### src/verilog/nvr_defs.vh
/*
 * Constants for the dual digital resistor two-wire slave: memory map,
 * reset values, bus address and timing counts.
 * Assumes a 40 MHz system clock.
 */
`ifndef NVR_DEFS_VH
`define NVR_DEFS_VH

`define NVR_OFS_BUS_ADDR     8'h00
`define NVR_OFS_FLOAT        8'h01
`define NVR_OFS_WIPER_A      8'h02
`define NVR_OFS_WIPER_B      8'h03
`define NVR_OFS_UNLOCK_EH    8'h04
`define NVR_OFS_UNLOCK_EL    8'h05
`define NVR_OFS_UNLOCK_SH    8'h06
`define NVR_OFS_UNLOCK_SL    8'h07
`define NVR_OFS_USER_BASE    8'h10

`define NVR_RST_BUS_ADDR     8'ha0
`define NVR_RST_FLOAT        8'h00
`define NVR_RST_WIPER        8'h7f
`define NVR_RST_UNLOCK       8'hff
`define NVR_RST_USER         8'hff

`define NVR_FIXED_ADDR       8'ha2
`define NVR_FLOAT_BIT_A      0
`define NVR_FLOAT_BIT_B      1

`define NVR_CLK_HZ           40000000
`define NVR_NV_WRITE_MS      10
`define NVR_NV_WRITE_CYC     (`NVR_CLK_HZ / 1000 * `NVR_NV_WRITE_MS)
`define NVR_RECALL_CYC       5'h10

`endif

### src/verilog/nvr_i2c_slave.v
/*
 * Two-wire slave and register bank of a dual 256-position digital
 * resistor with user nonvolatile storage, in one module.
 * Assumes scl and sda come from an outside master on pins, are not
 * aligned to sys_clk, and that sda is wired open-drain by the bench.
 */
`timescale 1ns/1ps
`include "nvr_defs.vh"

// Function
// - Two independent 256-position resistors, each with extra float state.
// - Register 01h bits 0 and 1 float resistor a and b.
// - Position 00h is minimum resistance, FFh maximum, linear between.
// - Both resistors float at power-up while stored settings are recalled.
// - Address-select low answers fixed address byte A2h.
// - Address-select high uses upper seven bits of byte 00h.
// - Protected while stored code at 06h-07h differs from entry code.
// - Protected: reads allowed, writes only to 04h-05h accepted.
// - Matching entry code opens writes to every writable location.
// - Stored code ships FFFFh; entry code resets FFFFh each power-up.
// - Repeated start is recognised exactly like a start.
// - Sda changes only while scl low; bits captured on scl rise.
// - Device drives each sent bit after the preceding scl fall.
// - Ninth bit is receiver acknowledge: zero ack, one not-ack.
// - Written bytes received msb first then acknowledged by device.
// - First byte after start is address plus direction bit.
// - Byte after write address loads the internal address counter.
// - Writes wrap within a two-byte page starting at even address.
// - No address acknowledge while a nonvolatile page write runs.
// - Address mismatch ignores the bus until the next start.
module nvr_i2c_slave (
   input  wire        sys_clk,
   input  wire        rst,
   input  wire        scl_in,
   input  wire        sda_in,
   input  wire        addr_sel_in,
   output reg         sda_out_r,
   output reg         sda_oe_r,
   output reg  [7:0]  wiper_position_a_r,
   output reg  [7:0]  wiper_position_b_r,
   output reg         float_bit_a_r,
   output reg         float_bit_b_r,
   output reg         nv_busy_r
);

   localparam ST_IDLE = 3'd0;
   localparam ST_ADDR = 3'd1;
   localparam ST_AACK = 3'd2;
   localparam ST_WDAT = 3'd3;
   localparam ST_WACK = 3'd4;
   localparam ST_RDAT = 3'd5;
   localparam ST_RACK = 3'd6;

   localparam integer NV_CYC_INT = `NVR_NV_WRITE_CYC;
   localparam [23:0] NV_CYC     = NV_CYC_INT[23:0];
   localparam [4:0]  RECALL_CYC = `NVR_RECALL_CYC;
   localparam [7:0]  FIXED_ADDR = `NVR_FIXED_ADDR;

   // ---------------------------------------------------------------
   // Pin synchronisers and edge detection
   // ---------------------------------------------------------------
   reg [1:0] scl_sync_r;
   reg [1:0] sda_sync_r;
   reg [1:0] sel_sync_r;
   reg       scl_d_r;
   reg       sda_d_r;

   always @(posedge sys_clk or posedge rst) begin
      if (rst) begin
         scl_sync_r <= 2'b11;
         sda_sync_r <= 2'b11;
         sel_sync_r <= 2'b00;
         scl_d_r    <= 1'b1;
         sda_d_r    <= 1'b1;
      end else begin
         scl_sync_r <= {scl_sync_r[0], scl_in};
         sda_sync_r <= {sda_sync_r[0], sda_in};
         sel_sync_r <= {sel_sync_r[0], addr_sel_in};
         scl_d_r    <= scl_sync_r[1];
         sda_d_r    <= sda_sync_r[1];
      end
   end

   wire scl_s   = scl_sync_r[1];
   wire sda_s   = sda_sync_r[1];
   wire scl_re  = scl_s & ~scl_d_r;
   wire scl_fe  = ~scl_s & scl_d_r;
   wire start_c = scl_s & scl_d_r & sda_d_r & ~sda_s;
   wire stop_c  = scl_s & scl_d_r & ~sda_d_r & sda_s;

   // ---------------------------------------------------------------
   // Storage
   // ---------------------------------------------------------------
   reg [7:0]  bus_address_byte_r;
   reg [7:0]  float_control_r;
   reg [7:0]  unlock_entry_high_r;
   reg [7:0]  unlock_entry_low_r;
   reg [7:0]  unlock_setting_high_r;
   reg [7:0]  unlock_setting_low_r;
   reg [7:0]  user_mem_r [0:15];
   reg [7:0]  wiper_a_store_r;
   reg [7:0]  wiper_b_store_r;
   reg [7:0]  addr_cnt_r;

   // Write permission of a location under the current lock state
   function wr_ok;
      input [7:0] ofs;
      input       locked;
      begin
         if (ofs == `NVR_OFS_UNLOCK_EH || ofs == `NVR_OFS_UNLOCK_EL)
            wr_ok = 1'b1;
         else if (locked)
            wr_ok = 1'b0;
         else
            wr_ok = (ofs < 8'h08) || (ofs[7:4] == 4'h1);
      end
   endfunction

   // Nonvolatile location, costs a page write
   function is_nv;
      input [7:0] ofs;
      begin
         is_nv = (ofs < 8'h04) || (ofs == `NVR_OFS_UNLOCK_SH) ||
                 (ofs == `NVR_OFS_UNLOCK_SL) || (ofs[7:4] == 4'h1);
      end
   endfunction

   wire locked = {unlock_setting_high_r, unlock_setting_low_r} !=
                 {unlock_entry_high_r, unlock_entry_low_r};

   reg [7:0] rd_byte;
   always @* begin
      case (addr_cnt_r)
         `NVR_OFS_BUS_ADDR:  rd_byte = bus_address_byte_r;
         `NVR_OFS_FLOAT:     rd_byte = float_control_r;
         `NVR_OFS_WIPER_A:   rd_byte = wiper_a_store_r;
         `NVR_OFS_WIPER_B:   rd_byte = wiper_b_store_r;
         `NVR_OFS_UNLOCK_SH: rd_byte = unlock_setting_high_r;
         `NVR_OFS_UNLOCK_SL: rd_byte = unlock_setting_low_r;
         default: begin
            if (addr_cnt_r[7:4] == 4'h1)
               rd_byte = user_mem_r[addr_cnt_r[3:0]];
            else
               rd_byte = 8'hff;
         end
      endcase
   end

   // ---------------------------------------------------------------
   // Bus state machine
   // ---------------------------------------------------------------
   reg [2:0]  state_r;
   reg [3:0]  bit_cnt_r;
   reg [7:0]  shift_r;
   reg        rd_dir_r;
   reg        first_r;
   reg        nv_dirty_r;
   reg [23:0] nv_cnt_r;
   reg [4:0]  recall_cnt_r;
   reg        recall_r;
   integer    i;

   wire [6:0] my_addr = sel_sync_r[1] ? bus_address_byte_r[7:1]
                                      : FIXED_ADDR[7:1];
   wire [7:0] rx_byte = {shift_r[6:0], sda_s};

   always @(posedge sys_clk or posedge rst) begin
      if (rst) begin
         state_r               <= ST_IDLE;
         bit_cnt_r             <= 4'd0;
         shift_r               <= 8'h00;
         rd_dir_r              <= 1'b0;
         first_r               <= 1'b0;
         addr_cnt_r            <= 8'h00;
         sda_out_r             <= 1'b1;
         sda_oe_r              <= 1'b0;
         nv_dirty_r            <= 1'b0;
         nv_cnt_r              <= 24'd0;
         nv_busy_r             <= 1'b0;
         bus_address_byte_r    <= `NVR_RST_BUS_ADDR;
         float_control_r       <= `NVR_RST_FLOAT;
         wiper_a_store_r       <= `NVR_RST_WIPER;
         wiper_b_store_r       <= `NVR_RST_WIPER;
         unlock_entry_high_r   <= `NVR_RST_UNLOCK;
         unlock_entry_low_r    <= `NVR_RST_UNLOCK;
         unlock_setting_high_r <= `NVR_RST_UNLOCK;
         unlock_setting_low_r  <= `NVR_RST_UNLOCK;
         for (i = 0; i < 16; i = i + 1)
            user_mem_r[i] <= `NVR_RST_USER;
      end else begin
         // Nonvolatile page write timer
         if (nv_busy_r) begin
            if (nv_cnt_r == NV_CYC - 24'd1)
               nv_busy_r <= 1'b0;
            nv_cnt_r <= nv_cnt_r + 24'd1;
         end
         if (stop_c) begin
            state_r  <= ST_IDLE;
            sda_oe_r <= 1'b0;
            if (nv_dirty_r) begin
               nv_busy_r  <= 1'b1;
               nv_cnt_r   <= 24'd0;
               nv_dirty_r <= 1'b0;
            end
         end else if (start_c) begin
            state_r   <= ST_ADDR;
            bit_cnt_r <= 4'd0;
            sda_oe_r  <= 1'b0;
            if (nv_dirty_r) begin
               nv_busy_r  <= 1'b1;
               nv_cnt_r   <= 24'd0;
               nv_dirty_r <= 1'b0;
            end
         end else begin
            case (state_r)
               ST_ADDR, ST_WDAT: begin
                  if (scl_re) begin
                     shift_r   <= rx_byte;
                     bit_cnt_r <= bit_cnt_r + 4'd1;
                  end else if (scl_fe && bit_cnt_r == 4'd8) begin
                     bit_cnt_r <= 4'd0;
                     if (state_r == ST_ADDR) begin
                        if (shift_r[7:1] == my_addr && !nv_busy_r) begin
                           rd_dir_r  <= shift_r[0];
                           first_r   <= 1'b1;
                           sda_out_r <= 1'b0;
                           sda_oe_r  <= 1'b1;
                           state_r   <= ST_AACK;
                        end else
                           state_r <= ST_IDLE;
                     end else begin
                        if (first_r)
                           addr_cnt_r <= shift_r;
                        else begin
                           if (wr_ok(addr_cnt_r, locked)) begin
                              if (is_nv(addr_cnt_r))
                                 nv_dirty_r <= 1'b1;
                              case (addr_cnt_r)
                                 8'h00: bus_address_byte_r    <= shift_r;
                                 8'h01: float_control_r       <= shift_r;
                                 8'h02: wiper_a_store_r       <= shift_r;
                                 8'h03: wiper_b_store_r       <= shift_r;
                                 8'h04: unlock_entry_high_r   <= shift_r;
                                 8'h05: unlock_entry_low_r    <= shift_r;
                                 8'h06: unlock_setting_high_r <= shift_r;
                                 8'h07: unlock_setting_low_r  <= shift_r;
                                 default:
                                    user_mem_r[addr_cnt_r[3:0]] <= shift_r;
                              endcase
                           end
                           addr_cnt_r <= {addr_cnt_r[7:1],
                                          ~addr_cnt_r[0]};
                        end
                        first_r   <= 1'b0;
                        sda_out_r <= 1'b0;
                        sda_oe_r  <= 1'b1;
                        state_r   <= ST_WACK;
                     end
                  end
               end
               ST_AACK, ST_WACK: begin
                  if (scl_fe) begin
                     if (state_r == ST_AACK && rd_dir_r) begin
                        sda_out_r <= rd_byte[7];
                        sda_oe_r  <= ~rd_byte[7];
                        shift_r   <= {rd_byte[6:0], 1'b1};
                        bit_cnt_r <= 4'd1;
                        state_r   <= ST_RDAT;
                     end else begin
                        sda_oe_r <= 1'b0;
                        state_r  <= ST_WDAT;
                     end
                  end
               end
               ST_RDAT: begin
                  if (scl_fe) begin
                     if (bit_cnt_r == 4'd8) begin
                        sda_oe_r   <= 1'b0;
                        addr_cnt_r <= addr_cnt_r + 8'd1;
                        state_r    <= ST_RACK;
                     end else begin
                        sda_out_r <= shift_r[7];
                        sda_oe_r  <= ~shift_r[7];
                        shift_r   <= {shift_r[6:0], 1'b1};
                        bit_cnt_r <= bit_cnt_r + 4'd1;
                     end
                  end
               end
               ST_RACK: begin
                  if (scl_re) begin
                     if (sda_s)
                        state_r <= ST_IDLE;
                     else
                        state_r <= ST_AACK;
                  end
               end
               default: begin
                  sda_oe_r <= 1'b0;
               end
            endcase
         end
      end
   end

   // ---------------------------------------------------------------
   // Resistor outputs and power-up recall
   // ---------------------------------------------------------------
   always @(posedge sys_clk or posedge rst) begin
      if (rst) begin
         recall_r           <= 1'b1;
         recall_cnt_r       <= 5'd0;
         float_bit_a_r      <= 1'b1;
         float_bit_b_r      <= 1'b1;
         wiper_position_a_r <= `NVR_RST_WIPER;
         wiper_position_b_r <= `NVR_RST_WIPER;
      end else begin
         if (recall_r) begin
            recall_cnt_r <= recall_cnt_r + 5'd1;
            if (recall_cnt_r == RECALL_CYC - 5'd1)
               recall_r <= 1'b0;
         end else begin
            float_bit_a_r <= float_control_r[`NVR_FLOAT_BIT_A];
            float_bit_b_r <= float_control_r[`NVR_FLOAT_BIT_B];
         end
         wiper_position_a_r <= wiper_a_store_r;
         wiper_position_b_r <= wiper_b_store_r;
      end
   end

endmodule // nvr_i2c_slave

### config.mk
export PLATFORM = sky130hd
export DESIGN_NAME = nvr_i2c_slave
export DESIGN_NICKNAME = d
export VERILOG_FILES = /design/src/verilog/nvr_i2c_slave.v
export VERILOG_INCLUDE_DIRS = /design/src /design/src/verilog
export SDC_FILE = /design/constraint.sdc
export NUM_CORES = 1
export LEC_CHECK = 0
export BUFFER_PORTS_ARGS = -buffer_cell sky130_fd_sc_hd__buf_2
export CAP_MARGIN = 0
export CORE_AREA = 2 2 156 158
export CTS_CLUSTER_SIZE = 25
export DETAILED_ROUTE_END_ITERATION = 10
export DIE_AREA = 0 0 158 160
export PLACE_DENSITY = 0.74
export SKIP_CTS_REPAIR_TIMING = 1
export SLEW_MARGIN = 0
export SYNTH_ARGS = -nofsm -noshare
export SYNTH_HDL_FRONTEND = slang
export SYNTH_SLANG_ARGS = --single-unit
### constraint.sdc
create_clock -name sys_clk -period 25.2 [get_ports sys_clk]
set_input_delay 5.04 -clock sys_clk [delete_from_list [all_inputs] [get_ports sys_clk]]
set_output_delay 5.04 -clock sys_clk [all_outputs]
set_load 0.03 [all_outputs]
# [After elaboration in Yosys (flattened, before gate mapping)]
# Index checks and enable logic that the tools add are counted.
[totals] ff_bits=277 out_inout_bits=21 word_cells=257
[op_classes] n_addsub=4 order_cmp=4 eq_ne=47 muxes=93 bitwise=21 n_reduce_logical=41
[op_table] operator="128-bit bitwise mux" count=1
[op_table] operator="8-bit two-way mux" count=15
[op_table] operator="24-bit two-way mux" count=4
[op_table] operator="9-bit AND reduction" count=10
[op_table] operator="8-bit case mux with 6 select lines" count=1
[op_table] operator="1-bit two-way mux" count=44
[op_table] operator="8-bit binary-select mux with 4-bit select" count=1
[op_table] operator="8-bit demux with 4-bit select" count=1
[op_table] operator="8-bit by 3-bit equality test with 1-bit output, second input constant" count=4
[op_table] operator="3-bit two-way mux" count=10
[op_table] operator="4-bit two-way mux" count=7
[op_table] operator="4-bit != test, second input constant" count=7
[op_table] operator="7-bit AND reduction" count=4
[op_table] operator="24-bit by 1-bit adder with 24-bit output, second input constant" count=1
[op_table] operator="24-bit by 19-bit equality test with 1-bit output, second input constant" count=1
[op_table] operator="3-bit != test, second input constant" count=8
[op_table] operator="8-bit case mux with 3 select lines" count=1
[op_table] operator="2-bit != test, second input constant" count=10
[op_table] operator="8-bit by 2-bit equality test with 1-bit output, second input constant" count=2
[op_table] operator="16-bit != test" count=1
[op_table] operator="8-bit case mux with 2 select lines" count=1
[op_table] operator="8-bit AND reduction" count=2
[op_table] operator="3-bit nonzero test" count=5
[op_table] operator="1-bit inverter" count=13
[op_table] operator="37 further kinds" count=56

# [Depth between registers and ports, before layout]
# Gate-level depths: netlist of run 1.
[depth] ltp_word=19 mapped_depth=12

# [Least setup slack after synthesis of run 1]
# No wires, ideal clock.
[synth_timing] kind="reg-to-output" startpoint="reg sda_out_r" endpoint="out sda_out_r" t_arrival_ns=0.596 required_ns=20.160 path_slack_ns=19.564 stages_incl_launch_ff=1 path_buffers=0 path_cell_list="dfstp_2"
[synth_rtl] element="from (decl)" line="nvr_i2c_slave.v:37" rtl="output reg sda_out_r,"
[synth_rtl] element="from (signal assigned)" line="nvr_i2c_slave.v:264" rtl="sda_out_r <= rd_byte[7];"
[synth_rtl] element="from (signal assigned)" line="nvr_i2c_slave.v:282" rtl="sda_out_r <= shift_r[7];"
# No word-level cell between the ends.

==> metrics.md, run 1 <==
| Metric | Value |
|---|---|
| Vias in the first global route | 8664 |
| Routed WL | 30000 um |
| Wire length of the first global-routing pass | 48800 um |
| Footprint of the multi-input gates | 6130 um^2 |
| Worst Hold Launch | sda_sync_r[0] |
| Vias per cell | 6.23 |
| Top Ports | 26 |
| Slew margin rel. | 0.235 |
| Fill count | 1835 |
| DR WL/cell | 21.7 um |
| Fin Hold WS | 0.356 ns |
| Fmax | 147 MHz |
| Drt drc | 0 |
| CP Max Fanout | 147 |
| Synthesized instance count | 1053 |
| CTS H-tree depth | 1 |
| Total Nets Final | 1053 |
| Routed vias | 8633 |
| Crit-path cells | buf_2 > inv_8 > buf_4 > buf_4 |
| Post-layout min period | 6.81 ns |
| Worst Setup End Kind | async pin |
| Clk sinks | 277 |
| Cell area power density | 66.3 nW/um^2 |
| Critical path class | input pin to async pin |
| Synth top cells by count | 200 x dfstp_2, 127 x mux2_2, 77 x dfrtp_1 |
| Clock tree buffer depth | 3 |
| Outcome | completed |
| R2r setup slk | 21.24 ns |
| Total iterations of the first detailed-routing run | 5 |
| Worst r2r src | addr_cnt_r[0] |
| Number of flops mapped to enable cells by yosys | 0 |
| Area share of the largest cell type after synthesis | 0.378 |
| Setup tns final | 0 ns |
| RSZ-0062 raised after global routing | no |
| Grt total ovfl | 0 |
| Clock transition at path regs | 0.06 ns |
| Fin crit share | 0.270 |
| Critical Path RT | 25.84 ns |
| Synth area leaders | dfstp_2 38%, dfrtp_1 14%, mux2_2 10%, mux2_4 7.8%, mux4_2 5.0% |
| CTS tree | done |
| I/O Buffers | 25 |
| Root cell of the clock tree | clkbuf_16 |
| Die height | 160 um |
| Max Clock Skew | 0.0221 ns |
| Routability Congestion | 0.844 |
| GRT Resource Usage Total | 0.245 |
| Area Overhead vs Synth | 7.59% |
| Post-synth top area cell | dfstp_2 |
| Mapped Avg Cell Area | 13.2 um^2 |
| Sequential cell area | 7180 um^2 |
| Die area | 25300 um^2 |
| Synth Warn # | 0 |
| Final Hold Fails | 0 |
| Fraction of layout cells with a size suffix above 1 | 0.521 |
| CP arrival | 7.45 ns |
| R2r worst-path depth | 8 |
| Min-Delay Path Class | flip-flop to flip-flop |
| DRT antenna net count | 0 |
| Crit path launch type | input pin |
| Initial antenna violation count | 0 |
| Slew @ Worst Pin | 1.15 ns |
| Initial Util | 0.584 |
| Die W | 158 um |
| RR Endpoint | user_mem_r[9] |
| CTS Buf Count | 29 |
| Synth Cell Area | 13900 um^2 |
| Initial DRC count | 732 |
| Post-synthesis sequential area ratio | 0.517 |
| Most numerous cell in the Yosys netlist | dfstp_2 |
| Hold path cells | 0 |
| HPWL Detailed | 18600 um |
| Crit-path slowest cell | buf_4 |
| Seq cells post-synth | 277 |
| Top_reg_cell synth | dfstp_2 |
| Pleak | 6.07 nW |
| Core Region | 23800 um^2 |
| Post-Syn Nets | 1067 |
| Clk_lat worst skew | 0.56 ns |
| Pin count of the biggest net entering global routing | 148 |
| Diode count | 0 |
| Max Cap Viol | 0 |
| Yosys cell types | 71 |
| Fin. max-slew vios | 0 |
| Setup-failing EPs final | 0 |
| Crit path largest cell delay | 0.84 ns |
| Worst min-delay path endpoint | sda_sync_r[1] |
| Maximum VDD drop | 0.0000756 V |
| Num rows | 57 |
| Most Frequent Cell on Critical Path | buf_4 |
| Asr flop ratio synth | 1.00 |
area by class of cell:
class | count | area share
multi-input cells | 677 | 0.410
repair buffers | 38 | 0.0149
flip-flops and latches | 277 | 0.480
clock inverters | 10 | 0.00527
well taps | 324 | 0.0271
inverters | 16 | 0.00452
clock buffers | 43 | 0.0580
routing by layer:
layer	up-vias	share of wire	GRT usage	routed length, um
li1	3828	-	-	-
met2	284	0.45	0.370	13600
met1	4452	0.46	0.369	13700
met4	0	0.031	0.0713	930
met3	69	0.058	0.0372	1730
met5	-	0	0	0
worst max-delay path by stage:
stage	start	to	slack (ns)
after floorplan	rst	addr_cnt_r[0]	12.85
after global placement	rst	wiper_a_store_r[5]	17.72
after detailed placement	rst	wiper_a_store_r[5]	17.70
after CTS	rst	unlock_setting_high_r[2]	18.28
after global routing	rst	unlock_setting_high_r[2]	18.01
final	rst	unlock_setting_high_r[6]	18.39
registers in the layout, indices dropped and copies added (netlist names), 2 cells and up:
register	cells
sda_sync_r	2
addr_cnt_r	8
float_control_r	8
bit_cnt_r	4
user_mem_r	128
nv_cnt_r	24
bus_address_byte_r	8
unlock_setting_low_r	8
scl_sync_r	2
sel_sync_r	2
state_r	3
unlock_entry_high_r	8
shift_r	8
recall_cnt_r	5
wiper_position_b_r	8
wiper_position_a_r	8
wiper_b_store_r	8
unlock_setting_high_r	8
wiper_a_store_r	8
unlock_entry_low_r	8
cells in the final DEF (no fill, tap or decap), types with 27 or more instances in the layout:
cell and count:
clkbuf_16 29, dfrtp_1 75, o21ai_0 27, nor2_1 55, mux4_2 31, xnor2_1 27
dfstp_2 200, mux2_2 127, mux2_4 72, nand2_1 48, nand3_1 28, a21oi_1 44
metrics by stage:
stage          cell area, um^2   util  power [mW]  std cells  worst slack [ns]
4_1_cts                  15000  0.628       0.996       1385             18.28
5_1_grt                  15000  0.628        1.03       1385             18.01
3_3_place_gp             14000  0.588       0.573       1332             17.72
2_1_floorplan            13900      -       0.538       1053             12.85
6_report                 15000  0.628       0.992       1385             18.39
3_5_place_dp             14000  0.588       0.574       1332             17.70
critical path: cells and delay by family:
family	cells	cell delay (ns)
buffers and inverters	4	2.26
cell families after synthesis:
kind of cell | after synthesis | synth area share
compound gates | 149 | 0.0723
xor+xnor | 43 | 0.0271
fa+ha+maj | 9 | 0.00810
flops | 277 | 0.517
simple gates | 235 | 0.0948
buf+inv | 99 | 0.0424
mux | 241 | 0.239
where the power goes:
group | internal (mW) | switching (mW) | total (mW)
Clock | 0.247 | 0.174 | 0.422
Sequential | 0.455 | 0.0305 | 0.486
Combinational | 0.0223 | 0.0616 | 0.0839
Total | 0.725 | 0.267 | 0.992
Note: power is estimated with default switching activity, not from simulation.
==> inputs of run 2 (changes only) <==
Settings changed: ABC_AREA set to 1, CORE_AREA 2 2 156 158 to 2 2 163 165, DIE_AREA 0 0 158 160 to 0 0 165 167, PLACE_DENSITY 0.74 to 0.73.
Clock period 25.2 ns to 5.6 ns, I/O delays scaled along.
==> run 2 against run 1 <==
Compared with the run above: critical path depth rose by 6; utilization fell by 0.86 points; largest power group unchanged; count of clock-buffer cells in the layout fell by 1; combinational power rose to 25 times the previous value; final area rose by 6.7%; critical endpoint is now float_control_r[3]; synthesized cell count rose by 77%; global-route usage rose by 5.4 points; die area rose by 9.0%.
==> metrics.md, run 2 <==
| Metric | Value |
|---|---|
| Initial Util | 0.563 (-0.0210) |
| Initial DRC count | 1397 (+91%) |
| Core Region | 25800 um^2 (+8.2%) |
| Sw power | 2.63 mW (+890%) |
| Most numerous cell in the Yosys netlist | nand2_1 |
| Post-layout min period | 4.17 ns |
| Gr busiest metal | met2 |
| Area share of the largest cell type after synthesis | 0.362 (-0.0155) |
| Sequential Power Share | 0.342 (-0.148) |
| I/O Buffers | 25 (unchanged) |
| Synth top cells by count | 638 x nand2_1, 200 x dfstp_2, 174 x nor2_1 |
| Grt met2 use | 0.467 (+0.0965) |
| HPWL Detailed | 25600 um (+38%) |
| Synth Warn # | 0 (unchanged) |
| Top reg by flops | user_mem_r |
| Fraction of layout cells with a size suffix above 1 | 0.184 (-0.337) |
| Grt met1 use | 0.419 (+0.0501) |
| Die W | 165 um (+4.4%) |
| Initial antenna violation count | 0 (unchanged) |
| Pleak | 7.42 nW (+22%) |
| Seq cells post-synth | 277 (unchanged) |
| Routed WL | 40400 um (+35%) |
| Number of flops mapped to enable cells by yosys | 0 (unchanged) |
| Post-synth top area cell | dfstp_2 |
| CTS Buf Count | 31 (+6.9%) |
| Maximum VDD drop | 0.000324 V (+330%) |
| Vias in the first global route | 12607 (+46%) |
| Routed vias | 13138 (+52%) |
| Final Hold Fails | 0 (unchanged) |
| Critical path class | flip-flop to flip-flop |
| Vias per cell | 5.96 (-4.5%) |
| Setup-failing EPs final | 0 (unchanged) |
| Top_reg_cell synth | dfstp_2 |
| Most frequent cells in the layout | 638 x nand2_1, 200 x dfstp_2, 174 x nor2_1, 151 x nand4_1, 148 x o21ai_0 |
| Pin count of the biggest net entering global routing | 138 (-6.8%) |
| Total iterations of the first detailed-routing run | 6 (+1) |
| Post-Syn Nets | 1878 (+76%) |
| Grt total ovfl | 0 (unchanged) |
| Critical Path RT | 5.98 ns (-19.86 ns) |
| Yosys cell types | 40 (-44%) |
| Sw frac | 0.399 (+0.130) |
| Root cell of the clock tree | clkbuf_16 |
| Diode count | 0 (unchanged) |
| Clock tree buffer depth | 3 (unchanged) |
| CTS tree | done |
| Area Overhead vs Synth | 10.1% |
| Outcome | completed |
| Worst setup margin | 1.43 ns (-16.96 ns) |
| Routability Congestion | 0.899 (+6.5%) |
| Slew margin rel. | 0.218 (-0.0166) |
| Fill count | 2200 (+20%) |
| Synth area leaders | dfstp_2 36%, nand2_1 17%, dfrtp_1 13%, nand4_1 6.5%, o21ai_0 5.1% |
| Setup tns final | 0 ns (unchanged) |
| DRT antenna net count | 0 (unchanged) |
| Synth Cell Area | 14500 um^2 (+4.3%) |
| CP Max Fanout | 33 (-78%) |
| Fin crit share | 0.744 |
| RSZ-0062 raised after global routing | no |
| Min-Delay Path Class | flip-flop to flip-flop |
| Post-synthesis sequential area ratio | 0.495 (-0.0211) |
| Slew @ Worst Pin | 1.17 ns (+0.0206 ns) |
| Crit path launch type | flip-flop |
| GRT Resource Usage Total | 0.298 (+0.0537) |
| Fmax | 240 MHz |
| Commonest non-fill, non-tap cell in the layout | nand2_1 |
| Top Ports | 26 (unchanged) |
| Worst Hold Launch | sel_sync_r[0] |
| Num rows | 59 (+3.5%) |
| Total Nets Final | 1861 (+77%) |
| Asr flop ratio synth | 1.00 (unchanged) |
| CP arrival | 4.55 ns (-2.90 ns) |
| Worst Setup End Kind | flip-flop |
| Die area | 27600 um^2 (+9.0%) |
| Max Cap Viol | 0 (unchanged) |
| Met3 Track Usage GR | 0.0463 (+0.00915) |
| Tot Pwr | 6.61 mW (+570%) |
| CTS H-tree depth | 1 (unchanged) |
| Fin Hold WS | 0.354 ns (-0.00190 ns) |
| Cell area power density | 414 nW/um^2 (+520%) |
| Clock transition at path regs | 0.06 ns (about the same) |
| Int Pwr | 3.97 mW (+450%) |
| CP Launch Point | addr_cnt_r[1] |
| Mapped Avg Cell Area | 7.78 um^2 (-41%) |
| Fin. max-slew vios | 0 (unchanged) |
| Comb power frac | 0.323 (+0.238) |
| Synthesized instance count | 1864 (+77%) |
| Die height | 167 um (+4.4%) |
| Worst r2r src | addr_cnt_r[1] |
| Drt drc | 0 (unchanged) |
| Wire length of the first global-routing pass | 66000 um (+35%) |
| Max Clock Skew | 0.0299 ns (+0.00780 ns) |
| Pre-CTS setup slack | 1.63 ns (-16.07 ns) |
| Max FFs per register | 128 (unchanged) |
| Clock power share | 0.334 (-0.091) |
| Top Registers | user_mem_r x128, nv_cnt_r x24 |
| Clk sinks | 277 (unchanged) |
| DR WL/cell | 18.3 um (-15%) |
| Clk_lat worst skew | 0.56 ns (about the same) |
## run 2: cell types whose count changed after synthesis, sizes merged, moves of 11 or more
cell   before  now
and3       24    1
nand2      48  641
nand4      18  161
mux2i      11    0
mux2      199    0
o21ai      27  153
nor2b      14    0
xnor2      27    2
inv        16  120
nor2       55  190
mux4       31    0
nand3      29   74
a22o       11    0
## run 2: power groups by stage
| stage | combinational (mW) | clock [mW] | sequential, mW |
|---|---|---|---|
| floorplan | 1.53 | 0 | 2.22 |
| global placement | 2.05 | 0 | 2.28 |
| detailed placement | 2.06 | 0 | 2.28 |
| CTS | 2.07 | 2.24 | 2.25 |
| global route | 2.30 | 2.33 | 2.27 |
| finish | 2.13 | 2.21 | 2.26 |
## run 2: layer usage
metal  up-vias  share of wire  wire [um]
met5         -              0          0
met4         0          0.037       1490
met3       124          0.087       3520
met2       659           0.47      18800
met1      6248           0.41      16600
li1       6107              -          -
## run 2: final timing paths
path / to / slack (ns) / cells past startpoint
worst max-delay path: float_control_r[3] / 1.43 / 10
worst min-delay path: sel_sync_r[1] / 0.35 / 0
worst max register to register: float_control_r[3] / 1.43 / 10
worst min register to register: sel_sync_r[1] / 0.35 / 0
max in group asynchronous: rd_dir_r / 3.66 / 3
min in group asynchronous: user_mem_r[31] / 1.21 / 2
## run 2: layout make-up
cell class / instances / area, um^2 / share of cell area
well taps: 335 / 419 / 0.0263
inverters: 127 / 480 / 0.0301
multi-input cells: 1364 / 6410 / 0.402
clock inverters: 15 / 221 / 0.0139
flip-flops and latches: 277 / 7180 / 0.450
clock buffers: 42 / 908 / 0.0569
repair buffers: 46 / 333 / 0.0209
## run 2: cells by family (layout without fill, tap and decap cells)
group                    Yosys count  after routing  synth area share
adder cells (fa/ha/maj)            9              9           0.00777
XOR/XNOR                          28             28            0.0169
AO/OA/AOI/OAI                    224            224            0.0803
flip-flops                       277            277             0.495
buffers and inverters            223            230            0.0629
AND/OR/NAND/NOR                 1103           1103             0.337
## run 2: worst max-delay path, cell delays in order, from the launching register on
cell	delay [ns]
dfrtp_1	0.38
inv_2	0.43
ha_1	0.29
inv_1	0.10
nor2_1	0.11
buf_4	0.19
o21ai_2	0.12
nand2_2	0.50
nand2_1	0.78
nor2_1	0.90
o21ai_0	0.18
## run 2: stage by stage
step                      instance area, um^2  utilization  std cells
after floorplan                         14500            -       1864
after global placement                  14800        0.576       2149
after detailed placement                14800        0.576       2149
after CTS                               16000        0.619       2206
after global routing                    16000        0.619       2206
final                                   16000        0.619       2206
==> inputs of run 3 (changes only) <==
Clock period 5.6 ns to 3.4 ns, I/O delays scaled along.
==> run 3 against run 2 <==
Compared with the run above: die area did not move; utilization rose by 0.51 points; clock power rose by 60%; sequential share of layout area fell by 0.37 points; flip-flop and latch count did not move; global-route usage fell by 0.26 points; critical endpoint is now user_mem_r[27]; highest routed layer unchanged.
==> metrics.md, run 3 (synthesis gave the netlist of run 2 again) <==
| Metric | Value |
|---|---|
| Vias in the first global route | 12458 (-1.2%) |
| Die W | 165 um (unchanged) |
| Max Clock Skew | 0.00910 ns (-0.0208 ns) |
| Setup tns final | 0 ns (unchanged) |
| Top reg by flops | user_mem_r |
| Critical Path RT | 3.89 ns (-2.09 ns) |
| Footprint of the multi-input gates | 6410 um^2 (unchanged) |
| Non-Filler Instances | 2228 (+1.0%) |
| HPWL Detailed | 25900 um (+1.0%) |
| Worst Hold Launch | scl_in |
| Vias per cell | 5.82 (-2.2%) |
| Fraction of layout cells with a size suffix above 1 | 0.191 (+0.00737) |
| Grt total ovfl | 0 (unchanged) |
| Post-layout min period | 2.96 ns (-1.20 ns) |
| Fin. max-slew vios | 0 (unchanged) |
| Dpl cells | 2172 (+1.1%) |
| Top Registers | user_mem_r x128, nv_cnt_r x24 |
| Total iterations of the first detailed-routing run | 7 (+1) |
| Fill count | 2262 (+2.8%) |
| Pre-CTS setup slack | 0.466 ns (-1.16 ns) |
| GRT Resource Usage Total | 0.296 (-0.00257) |
| Die area | 27600 um^2 (unchanged) |
| Total Nets Final | 1883 (+1.2%) |
| Top Ports | 26 (unchanged) |
| Clock tree buffer depth | 3 (unchanged) |
| CP Max Fanout | 27 (-18%) |
| Critical path class | flip-flop to flip-flop |
| Max Cap Viol | 0 (unchanged) |
| CTS tree | done |
| Worst r2r src | addr_cnt_r[0] |
| Cell area power density | 674 nW/um^2 (+63%) |
| Core Region | 25800 um^2 (unchanged) |
| Fin Hold WS | 0.221 ns (-0.133 ns) |
| CP Launch Point | addr_cnt_r[0] |
| Max FFs per register | 128 (unchanged) |
| Pleak | 7.53 nW (+1.5%) |
| Initial Util | 0.563 (unchanged) |
| CP arrival | 3.45 ns (-1.10 ns) |
| Clk sinks | 277 (unchanged) |
| Routability Congestion | 0.961 (+6.9%) |
| Setup-failing EPs final | 0 (unchanged) |
| Drt drc | 0 (unchanged) |
| RSZ-0062 raised after global routing | no |
| Slew margin rel. | 0.491 (+0.273) |
| Clock transition at path regs | 0.06 ns (about the same) |
| Initial DRC count | 1370 (-1.9%) |
| Tot Pwr | 10.8 mW (+64%) |
| Worst setup margin | 0.437 ns (-0.996 ns) |
| Pin count of the biggest net entering global routing | 142 (+2.9%) |
| I/O Buffers | 25 (unchanged) |
| DR WL/cell | 17.7 um (-3.2%) |
| Routed WL | 39500 um (-2.3%) |
| R2r worst-path depth | 11 (+1) |
| Root cell of the clock tree | clkbuf_16 |
| Fmax | 337 MHz (+41%) |
| Area Overhead vs Synth | 11.0% |
| DRT antenna net count | 0 (unchanged) |
| Min-Delay Path Class | input pin to flip-flop |
| Num rows | 59 (unchanged) |
| Clk_lat worst skew | 0.56 ns (about the same) |
| Slew @ Worst Pin | 0.763 ns (-0.405 ns) |
| Fin crit share | 0.872 (+0.127) |
| Die height | 167 um (unchanged) |
| Wire length of the first global-routing pass | 65500 um (-0.71%) |
| Outcome | completed |
| Crit path launch type | flip-flop |
| Routed vias | 12978 (-1.2%) |
| CTS H-tree depth | 1 (unchanged) |
| Most frequent cells in the layout | 638 x nand2_1, 200 x dfstp_2, 174 x nor2_1, 151 x nand4_1, 148 x o21ai_0 |
| Hold path cells | 1 (+1) |
| Sequential cell area | 7180 um^2 (unchanged) |
| Initial antenna violation count | 0 (unchanged) |
| Worst Setup End Kind | flip-flop |
| Commonest non-fill, non-tap cell in the layout | nand2_1 |
| Diode count | 0 (unchanged) |
| Maximum VDD drop | 0.000451 V (+39%) |
| CTS Buf Count | 30 (-3.2%) |
| Final Hold Fails | 0 (unchanged) |
## run 3: cell types whose count changed in the layout (fill, tap and decap cells not counted)
cell / before / now
buf_12: 4 / 5
bufinv_16: 5 / 6
clkinv_2: 3 / 8
buf_4: 17 / 39
clkinvlp_4: 5 / 1
clkbuf_1: 3 / 7
clkbuf_16: 32 / 31
clkbuf_8: 7 / 4
clkinv_4: 3 / 0
## run 3: worst paths after layout
check	endpoint	slack (ns)
max reg2reg	user_mem_r[27]	0.44
min in group asynchronous	user_mem_r[31]	0.30
max in group asynchronous	bit_cnt_r[0]	2.31
max	user_mem_r[27]	0.44
min reg2reg	sel_sync_r[1]	0.35
min	scl_sync_r[0]	0.22
## run 3: final cells by class
cell class | instances | share of cell area
Sequential cell | 277 | 0.446
Multi-Input combinational cell | 1364 | 0.399
Clock buffer | 42 | 0.0533
Timing Repair Buffer | 69 | 0.0322
Inverter | 127 | 0.0299
Tap cell | 335 | 0.0260
Clock inverter | 14 | 0.0137
## run 3: worst max-delay path, stage by stage (launching register included)
cell	delay, ns
dfrtp_2	0.61
inv_2	0.11
ha_1	0.23
inv_1	0.18
nor2_2	0.08
o21ai_2	0.22
nand3_1	0.22
nor2_8	0.41
buf_4	0.35
nand4_2	0.27
nand2_1	0.13
nand2_1	0.06
## run 3: through the flow
step | area, um^2 | utilization
CTS | 16100 | 0.625
finish | 16100 | 0.625
floorplan | 14500 | -
detailed placement | 15000 | 0.583
global placement | 15000 | 0.583
global route | 16100 | 0.625
## run 3: routing by layer
layer	global-route usage	up-vias	share of wire
met5	0	-	0
met4	0.101	0	0.031
met3	0.0359	87	0.066
met2	0.466	529	0.46
met1	0.424	6204	0.44
li1	-	6158	-
## run 3: power by group
part | leakage (nW) | switching, mW | internal [mW]
Clock | 0.535 | 1.34 | 2.20
Sequential | 3.09 | 0.254 | 3.49
Combinational | 3.90 | 2.67 | 0.886
Total | 7.53 | 4.26 | 6.58
